## config.mk

```make
export PLATFORM = sky130hd
export DESIGN_NAME = tdg_display_timing
export DESIGN_NICKNAME = d
export VERILOG_FILES = /design/src/tdg_pkg.sv /design/src/tdg_dot_if.sv /design/src/tdg_display_timing.sv /design/src/tdg_dot_gen.sv
export VERILOG_INCLUDE_DIRS = /design/src
export SDC_FILE = /design/constraint.sdc
export NUM_CORES = 1
export LEC_CHECK = 0
export BUFFER_PORTS_ARGS = -buffer_cell sky130_fd_sc_hd__buf_2
export CORE_MARGIN = 2
export CORE_UTILIZATION = 50
export CTS_CLUSTER_DIAMETER = 200
export DETAILED_ROUTE_END_ITERATION = 16
export MAX_ROUTING_LAYER = met4
export PLACE_DENSITY = 0.72
export SLEW_MARGIN = 20
export SYNTH_ARGS = -nofsm -noshare
export SYNTH_HDL_FRONTEND = slang
export SYNTH_HIERARCHICAL = 1
export SYNTH_SLANG_ARGS = --single-unit
export TNS_END_PERCENT = 30
```

## constraint.sdc

```tcl
create_clock -name sys_clk -period 2.9 [get_ports sys_clk]
set_input_delay 0.58 -clock sys_clk [delete_from_list [all_inputs] [get_ports sys_clk]]
set_output_delay 0.58 -clock sys_clk [all_outputs]
set_load 0.05 [all_outputs]
```

## src/tdg_params.svh

```systemverilog
`ifndef TDG_PARAMS_SVH
`define TDG_PARAMS_SVH

// ---------------------------------------------------------------
// Clock rates (kHz) for the dot-rate accumulator
// ---------------------------------------------------------------
`define TDG_SYS_KHZ 18'h30D40
`define TDG_PIX_KHZ 18'h034AF

// ---------------------------------------------------------------
// Counter end values
// ---------------------------------------------------------------
`define TDG_DOT_LAST 4'h8
`define TDG_CHAR_LAST 7'h60
`define TDG_ROW_LAST 4'hB
`define TDG_ROW_LAST_CUR 4'hC
`define TDG_LINE_LAST 5'h19
`define TDG_LINE_LAST_ROW 4'h7
`define TDG_LINE_NO_PRESET 5'h18

// ---------------------------------------------------------------
// Character times of the address generator
// ---------------------------------------------------------------
`define TDG_CT_WIN_ON 7'h4E
`define TDG_CT_WIN_OFF 7'h5F
`define TDG_CT_LOAD 7'h5D
`define TDG_CT_CLR 7'h59
`define TDG_CT_ADV_ON 7'h50
`define TDG_CT_ADV_OFF 7'h5A

// ---------------------------------------------------------------
// Reset values
// ---------------------------------------------------------------
`define TDG_ADDR_RST 11'h000

`endif

```

## src/tdg_pkg.sv

```systemverilog
package tdg_pkg;
  typedef logic [3:0] tdg_dot_t;
  typedef logic [6:0] tdg_char_t;
  typedef logic [3:0] tdg_row_t;
  typedef logic [4:0] tdg_line_t;
  typedef logic [10:0] tdg_addr_t;
endpackage : tdg_pkg

```

## src/tdg_dot_if.sv

```systemverilog
`timescale 1ns/10ps
`default_nettype none

interface tdg_dot_if;
  import tdg_pkg::*;
  logic dot_en;
  tdg_dot_t dot_count;
  logic last_dot;

  modport gen (
    output dot_en,
    output dot_count,
    output last_dot
  );
  modport use_side (
    input dot_en,
    input dot_count,
    input last_dot
  );
endinterface : tdg_dot_if

`default_nettype wire

```

## src/tdg_display_timing.sv

```systemverilog
`timescale 1ns/10ps
`default_nettype none
`include "tdg_params.svh"

module tdg_display_timing (
  input wire logic sys_clk,
  input wire logic resetn,
  input wire logic caret_on_line,
  input wire tdg_pkg::tdg_addr_t alt_addr,
  output tdg_pkg::tdg_dot_t dot_count_bits,
  output logic last_dot_flag,
  output logic dot_tick,
  output tdg_pkg::tdg_char_t char_count_bits,
  output tdg_pkg::tdg_row_t row_count_bits,
  output tdg_pkg::tdg_line_t line_number_bits,
  output logic cursor_row_latch,
  output logic preset_load_window,
  output logic refresh_gate,
  output tdg_pkg::tdg_addr_t refresh_addr
);
  import tdg_pkg::*;

  // ---------------------------------------------------------------
  // Dot generator
  // ---------------------------------------------------------------
  tdg_dot_if dot ();

  tdg_dot_gen u_dot (
    .sys_clk(sys_clk),
    .resetn(resetn),
    .dot(dot.gen)
  );

  logic char_tick;
  tdg_char_t char_r;
  tdg_char_t char_nxt;
  tdg_row_t row_r;
  tdg_line_t line_r;
  logic cursor_r;
  logic caret_meta_r;
  logic caret_sync_r;
  logic row_end;
  logic final_row;
  logic line_end;
  logic screen_end;
  logic load_win_r;
  logic adv_latch_r;
  tdg_addr_t vaddr_r;
  tdg_addr_t preset_r;
  logic refresh_gate_r;
  tdg_addr_t refresh_addr_r;
  logic last_dot_r;
  logic dot_tick_r;

  assign char_tick = dot.dot_en && dot.last_dot;
  assign char_nxt = (char_r == `TDG_CHAR_LAST) ? 7'h00 : 7'(char_r + 7'h01);
  assign row_end = char_tick && (char_r == `TDG_CHAR_LAST);
  assign final_row = cursor_r ? (row_r == `TDG_ROW_LAST_CUR) : (row_r == `TDG_ROW_LAST);
  assign line_end = row_end && final_row;
  assign screen_end = row_end && (line_r == `TDG_LINE_LAST) && (row_r == `TDG_LINE_LAST_ROW);

  // ---------------------------------------------------------------
  // Caret input synchroniser
  // ---------------------------------------------------------------
  always_ff @(posedge sys_clk or negedge resetn) begin
    if (!resetn) begin
      caret_meta_r <= 1'b0;
      caret_sync_r <= 1'b0;
    end else begin
      caret_meta_r <= caret_on_line;
      caret_sync_r <= caret_meta_r;
    end
  end

  // ---------------------------------------------------------------
  // Character counter
  // ---------------------------------------------------------------
  always_ff @(posedge sys_clk or negedge resetn) begin
    if (!resetn) begin
      char_r <= 7'h00;
    end else if (char_tick) begin
      char_r <= char_nxt;
    end
  end

  // ---------------------------------------------------------------
  // Row and line counters
  // ---------------------------------------------------------------
  always_ff @(posedge sys_clk or negedge resetn) begin
    if (!resetn) begin
      row_r <= 4'h0;
      line_r <= 5'h00;
    end else if (screen_end) begin
      row_r <= 4'h0;
      line_r <= 5'h00;
    end else if (line_end) begin
      row_r <= 4'h0;
      line_r <= 5'(line_r + 5'h01);
    end else if (row_end) begin
      row_r <= 4'(row_r + 4'h1);
    end
  end

  // ---------------------------------------------------------------
  // Cursor latch: one extra row for caret painting
  // ---------------------------------------------------------------
  always_ff @(posedge sys_clk or negedge resetn) begin
    if (!resetn) begin
      cursor_r <= 1'b0;
    end else if (line_end || screen_end) begin
      cursor_r <= 1'b0;
    end else if (dot.dot_en && row_r == `TDG_ROW_LAST && caret_sync_r) begin
      cursor_r <= 1'b1;
    end
  end

  // ---------------------------------------------------------------
  // Load window
  // ---------------------------------------------------------------
  always_ff @(posedge sys_clk or negedge resetn) begin
    if (!resetn) begin
      load_win_r <= 1'b0;
    end else if (char_tick && char_nxt == `TDG_CT_WIN_ON) begin
      load_win_r <= 1'b1;
    end else if (char_tick && char_nxt == `TDG_CT_WIN_OFF) begin
      load_win_r <= 1'b0;
    end
  end

  // ---------------------------------------------------------------
  // Video address counter
  // ---------------------------------------------------------------
  always_ff @(posedge sys_clk or negedge resetn) begin
    if (!resetn) begin
      vaddr_r <= `TDG_ADDR_RST;
    end else if (char_tick) begin
      if (char_nxt == `TDG_CT_CLR) begin
        vaddr_r <= `TDG_ADDR_RST;
      end else if (load_win_r) begin
        if (char_r == `TDG_CT_LOAD && line_r < `TDG_LINE_NO_PRESET) begin
          vaddr_r <= preset_r;
        end
      end else if (char_nxt != `TDG_CT_WIN_ON) begin
        vaddr_r <= 11'(vaddr_r + 11'h001);
      end
    end
  end

  // ---------------------------------------------------------------
  // Preset advance latch: ten characters on a line's final row
  // ---------------------------------------------------------------
  always_ff @(posedge sys_clk or negedge resetn) begin
    if (!resetn) begin
      adv_latch_r <= 1'b0;
    end else if (char_tick && char_nxt == `TDG_CT_ADV_OFF) begin
      adv_latch_r <= 1'b0;
    end else if (char_tick && char_nxt == `TDG_CT_ADV_ON && final_row &&
                 line_r < `TDG_LINE_NO_PRESET) begin
      adv_latch_r <= 1'b1;
    end
  end

  // ---------------------------------------------------------------
  // Preset counter: eight dot pulses per character while latched
  // ---------------------------------------------------------------
  always_ff @(posedge sys_clk or negedge resetn) begin
    if (!resetn) begin
      preset_r <= `TDG_ADDR_RST;
    end else if (line_r == `TDG_LINE_LAST && row_r == 4'h0) begin
      preset_r <= `TDG_ADDR_RST;
    end else if (adv_latch_r && dot.dot_en && !dot.last_dot) begin
      preset_r <= 11'(preset_r + 11'h001);
    end
  end

  // ---------------------------------------------------------------
  // Refresh address select
  // ---------------------------------------------------------------
  always_ff @(posedge sys_clk or negedge resetn) begin
    if (!resetn) begin
      refresh_gate_r <= 1'b0;
      refresh_addr_r <= `TDG_ADDR_RST;
    end else begin
      refresh_gate_r <= !load_win_r && row_r < `TDG_ROW_LAST;
      refresh_addr_r <= (!load_win_r && row_r < `TDG_ROW_LAST) ? vaddr_r : alt_addr;
    end
  end

  // ---------------------------------------------------------------
  // Registered dot enable and end-of-character pulse (dot_en && last_dot)
  // ---------------------------------------------------------------
  always_ff @(posedge sys_clk or negedge resetn) begin
    if (!resetn) begin
      last_dot_r <= 1'b0;
      dot_tick_r <= 1'b0;
    end else begin
      last_dot_r <= char_tick;
      dot_tick_r <= dot.dot_en;
    end
  end

  assign dot_count_bits = dot.dot_count;
  assign last_dot_flag = last_dot_r;
  assign dot_tick = dot_tick_r;
  assign char_count_bits = char_r;
  assign row_count_bits = row_r;
  assign line_number_bits = line_r;
  assign cursor_row_latch = cursor_r;
  assign preset_load_window = load_win_r;
  assign refresh_gate = refresh_gate_r;
  assign refresh_addr = refresh_addr_r;
endmodule : tdg_display_timing

`default_nettype wire

```

## src/tdg_dot_gen.sv

```systemverilog
`timescale 1ns/10ps
`default_nettype none
`include "tdg_params.svh"

module tdg_dot_gen (
  input wire logic sys_clk,
  input wire logic resetn,
  tdg_dot_if.gen dot
);
  import tdg_pkg::*;

  logic [17:0] acc_r;
  logic [17:0] acc_sum;
  logic dot_en_r;
  tdg_dot_t dot_count_r;

  assign acc_sum = acc_r + `TDG_PIX_KHZ;

  // ---------------------------------------------------------------
  // Dot-rate enable from fractional accumulator
  // ---------------------------------------------------------------
  always_ff @(posedge sys_clk or negedge resetn) begin
    if (!resetn) begin
      acc_r <= 18'h00000;
      dot_en_r <= 1'b0;
    end else if (acc_sum >= `TDG_SYS_KHZ) begin
      acc_r <= acc_sum - `TDG_SYS_KHZ;
      dot_en_r <= 1'b1;
    end else begin
      acc_r <= acc_sum;
      dot_en_r <= 1'b0;
    end
  end

  // ---------------------------------------------------------------
  // Dot counter
  // ---------------------------------------------------------------
  always_ff @(posedge sys_clk or negedge resetn) begin
    if (!resetn) begin
      dot_count_r <= 4'h0;
    end else if (dot_en_r) begin
      if (dot_count_r == `TDG_DOT_LAST) begin
        dot_count_r <= 4'h0;
      end else begin
        dot_count_r <= dot_count_r + 4'h1;
      end
    end
  end

  assign dot.dot_en = dot_en_r;
  assign dot.dot_count = dot_count_r;
  assign dot.last_dot = (dot_count_r == `TDG_DOT_LAST);
endmodule : tdg_dot_gen

`default_nettype wire

```

==> flow_metrics.tcl <==
set metrics [dict create \
    path_class "register to register" \
    drive_gt1_share_pct 25.4 \
    cp_max_fo 4 \
    yosys-top-cells-count "80 x dfrtp_1, 47 x nor2_1, 33 x nand2_1" \
    synth_top_area_share_pct 40.5 \
    totalWireLength_um 11000 \
    synthArstFlopShare_pct 100 \
    clock-root-buffer "clkbuf_8" \
    tns_ps -107 \
    met1_usage_pct 27.4 \
    ys.flop_type "dfrtp_1" \
    chipHeight_um 103 \
    drv_slew 0 \
    ys_seq_area_share_pct 40.5 \
    wl_per_cell_um 15.8 \
    vias 4094 \
    syn_nets 531 \
    dp_hpwl_um 7800 \
    clock_power_share_pct 44.6 \
    grt_util_met3_pct 3.90 \
    fmax_mhz 335 \
    hold_path.class "input pin to async pin" \
    synthAdderAreaFrac_pct 4.05 \
    cp-start-kind "register" \
    grt_pass1_wl_um 18500 \
    synth_area_leader_cell "dfrtp_1" \
    netlist_area_um2 4940 \
    detail-route-antenna-nets 0 \
    arrival_ps 3250 \
    antenna_found_initial 0 \
    synth_mux_area_share_pct 4.66 \
    use_met2_pct 37.9 \
    cts_buffer_depth 2 \
    cts.sinks 80 \
    ys_seq_elements 80 \
    critPathMaxStageDelay_ps 470 \
    syn_avg_cell_area_um2 9.87 \
    seqPwrFrac_pct 54.0 \
    worstMarginPinSlew_ps 763 \
    violations "negative setup slack" \
    min_period_over_period_pct 103 \
    grt_usage_pct 22.6 \
    drc 0 \
    yosys.area_share.simple_pct 19.1 \
    clock_skew_ps 10.8 \
    power_switching_mw 0.457 \
    slew_headroom_pct 47.8 \
    fin_ws_ps -88.5 \
    p_int_mw 1.61 \
    final_nets 589 \
    rsz0062_at_grt "yes" \
    clkLatencyLatePin_ps 360 \
    drt_iter0_drc 202 \
    synth.area.top_cells "dfrtp_1 40%, ha_1 4.0%, nor2_1 3.6%, mux2_2 3.4%, xor2_1 3.4%" \
    syn_inst 501 \
    hold_viol 0 \
    synth_edf_count 0 \
    drv_cap 0 \
    dr.pass1.iters 5 \
    comb_power_share_pct 1.4 \
    viasPerCell 5.87 \
    leakage_nw 2.53 \
    floorplan.initialDensity_pct 51.0 \
    vdd_drop_max_mv 0.243 \
    r2r_start "u_dot/acc_r[0]" \
    cts_tree "yes" \
    grt_pass1_vias 3988 \
    htreeDepth 3 \
    globalRouteOverflowTotal 0 \
    ff2ff_path_depth 11 \
    rows 36 \
    synth_warnings 6 \
    p_per_area_nw_per_um2 365 \
    io_buffers 49 \
    critical_path.top_delay_family "compound AO/OA/AOI/OAI gates" \
    place_ws_ps -54.9 \
    finalWeightedCongestion 0.933 \
    crit_buf_inv 2 \
    crit_required_ps 3160 \
    switching_share_pct 22.1 \
    ios 50 \
    dieWidth_um 103 \
    clkTransAtPathRegs_ps 90 \
    grt_busiest_layer "met2" \
    power_mw 2.07 \
    min_period_ps 2990 \
    synth_cell_types 82 \
    status "finished, violations left" \
    dieArea_um2 10700 \
    yosysMostFrequentCell "dfrtp_1" \
    cp-end-kind "register" \
    antenna_cells 0 \
    crit_chain "o41a_1 > and3_1 > nor3_1 > inv_1 > buf_4 > ha_2 > o32ai_4 > o22ai_2 > and4_4 > or3_4 > a221oi_2" \
    cp_slowest_cell "o41a_1" \
    tritoncts.num_buffers 9 \
    core_um2 9680 \
    synthXorXnorAreaFrac_pct 5.64 \
    grt_max_degree 81 \
    reg2reg_to "u_dot/acc_r[13]" \
    rrSetupSlack_ps -90 \
    hold_buffers 0 \
    synth_compound_area_share_pct 21.5 \
    syn2layout_area_growth_pct 14.5 \
    synth_top_family_by_area "compound AO/OA/AOI/OAI gates" \
    finalSetupViolations 2 \
]
-- layer usage --
layer  wire [um]  up-vias  share of wire, %
met4         224        0               2.0
li1            -     1965                 -
met5           0        -                 0
met1        5020     2017                46
met3         372       23               3.4
met2        5410       89                49
-- final cells by class --
| type | count | area, um2 |
|---|---|---|
| Clock buffer | 9 | 124 |
| Tap cell | 133 | 166 |
| Sequential cell | 80 | 2000 |
| Fill cell | 812 | 4030 |
| Inverter | 23 | 86.3 |
| Multi-Input combinational cell | 373 | 2760 |
| Clock inverter | 7 | 95.1 |
| Timing Repair Buffer | 72 | 424 |
-- power groups by stage --
stage / combinational (mW) / clock, mW / sequential, mW
after detailed placement: 0.0313 / 0 / 1.14
final: 0.0295 / 0.920 / 1.12
after global placement: 0.0304 / 0 / 1.14
after CTS: 0.0313 / 0.936 / 1.12
after floorplan: 0.000168 / 0 / 1.14
after global routing: 0.0358 / 0.986 / 1.12
-- registers in the layout, summed over array words and instances (netlist names) --
signal,flops
preset_r,11
u_dot/dot.dot_count,4
char_count_bits,7
last_dot_flag,1
line_number_bits,5
row_count_bits,4
dot_tick,1
adv_latch_r,1
refresh_addr,11
u_dot/dot.dot_en,1
cursor_row_latch,1
preset_load_window,1
refresh_gate,1
caret_sync_r,1
u_dot/acc_r,18
vaddr_r,11
caret_meta_r,1
-- worst max-delay path by stage --
stage | startpoint | end | slack (ps) | cells past startpoint
floorplan | u_dot/acc_r[3] | u_dot/acc_r[13] | 10 | 11
global placement | u_dot/acc_r[1] | u_dot/acc_r[13] | 50 | 10
detailed placement | u_dot/acc_r[1] | u_dot/acc_r[13] | -50 | 12
CTS | u_dot/acc_r[1] | u_dot/acc_r[13] | -10 | 12
global route | u_dot/acc_r[0] | u_dot/acc_r[13] | -190 | 11
finish | u_dot/acc_r[0] | u_dot/acc_r[13] | -90 | 11
-- timing repair --
| action | in CTS | in global routing |
|---|---|---|
| endpoints found under the setup margin | 1 | 8 |
| buffers inserted | 1 | 3 |
| pin swaps | 1 | 9 |
| gates cloned | 0 | 0 |
| gates resized for setup | 4 | 7 |
-- layout by cell type (no fill, tap or decap), types with 10 or more instances in the layout --
cell type,netlist,layout
a21oi_1,13,13
and3_1,13,13
buf_2,8,48
buf_4,4,23
dfrtp_1,80,80
ha_1,16,14
inv_1,23,22
mux2_2,15,15
nand2_1,33,33
nand3_1,14,14
nor2_1,47,45
nor3_1,11,10
o21ai_0,27,27
xnor2_1,11,11
xor2_1,19,19
-- per-stage QoR --
| stage | cell area (um2) | instances | utilization, % | hold WS, ps |
|---|---|---|---|---|
| 3_5_place_dp | 5360 | 677 | 55.3 | 368 |
| 5_1_grt | 5660 | 697 | 58.4 | 303 |
| 4_1_cts | 5610 | 694 | 57.9 | 314 |
| 2_1_floorplan | 4940 | 501 | - | 284 |
| 3_3_place_gp | 5360 | 677 | 55.3 | 359 |
| 6_report | 5660 | 697 | 58.4 | 224 |
-- kinds of logic after synthesis --
family / count (synthesis)
adder cells (fa/ha/maj): 16
multiplexers: 21
buffers and inverters: 48
XOR/XNOR: 31
flip-flops: 80
AND/OR/NAND/NOR: 173
AO/OA/AOI/OAI: 132
Power figures use the tool's default switching activity.
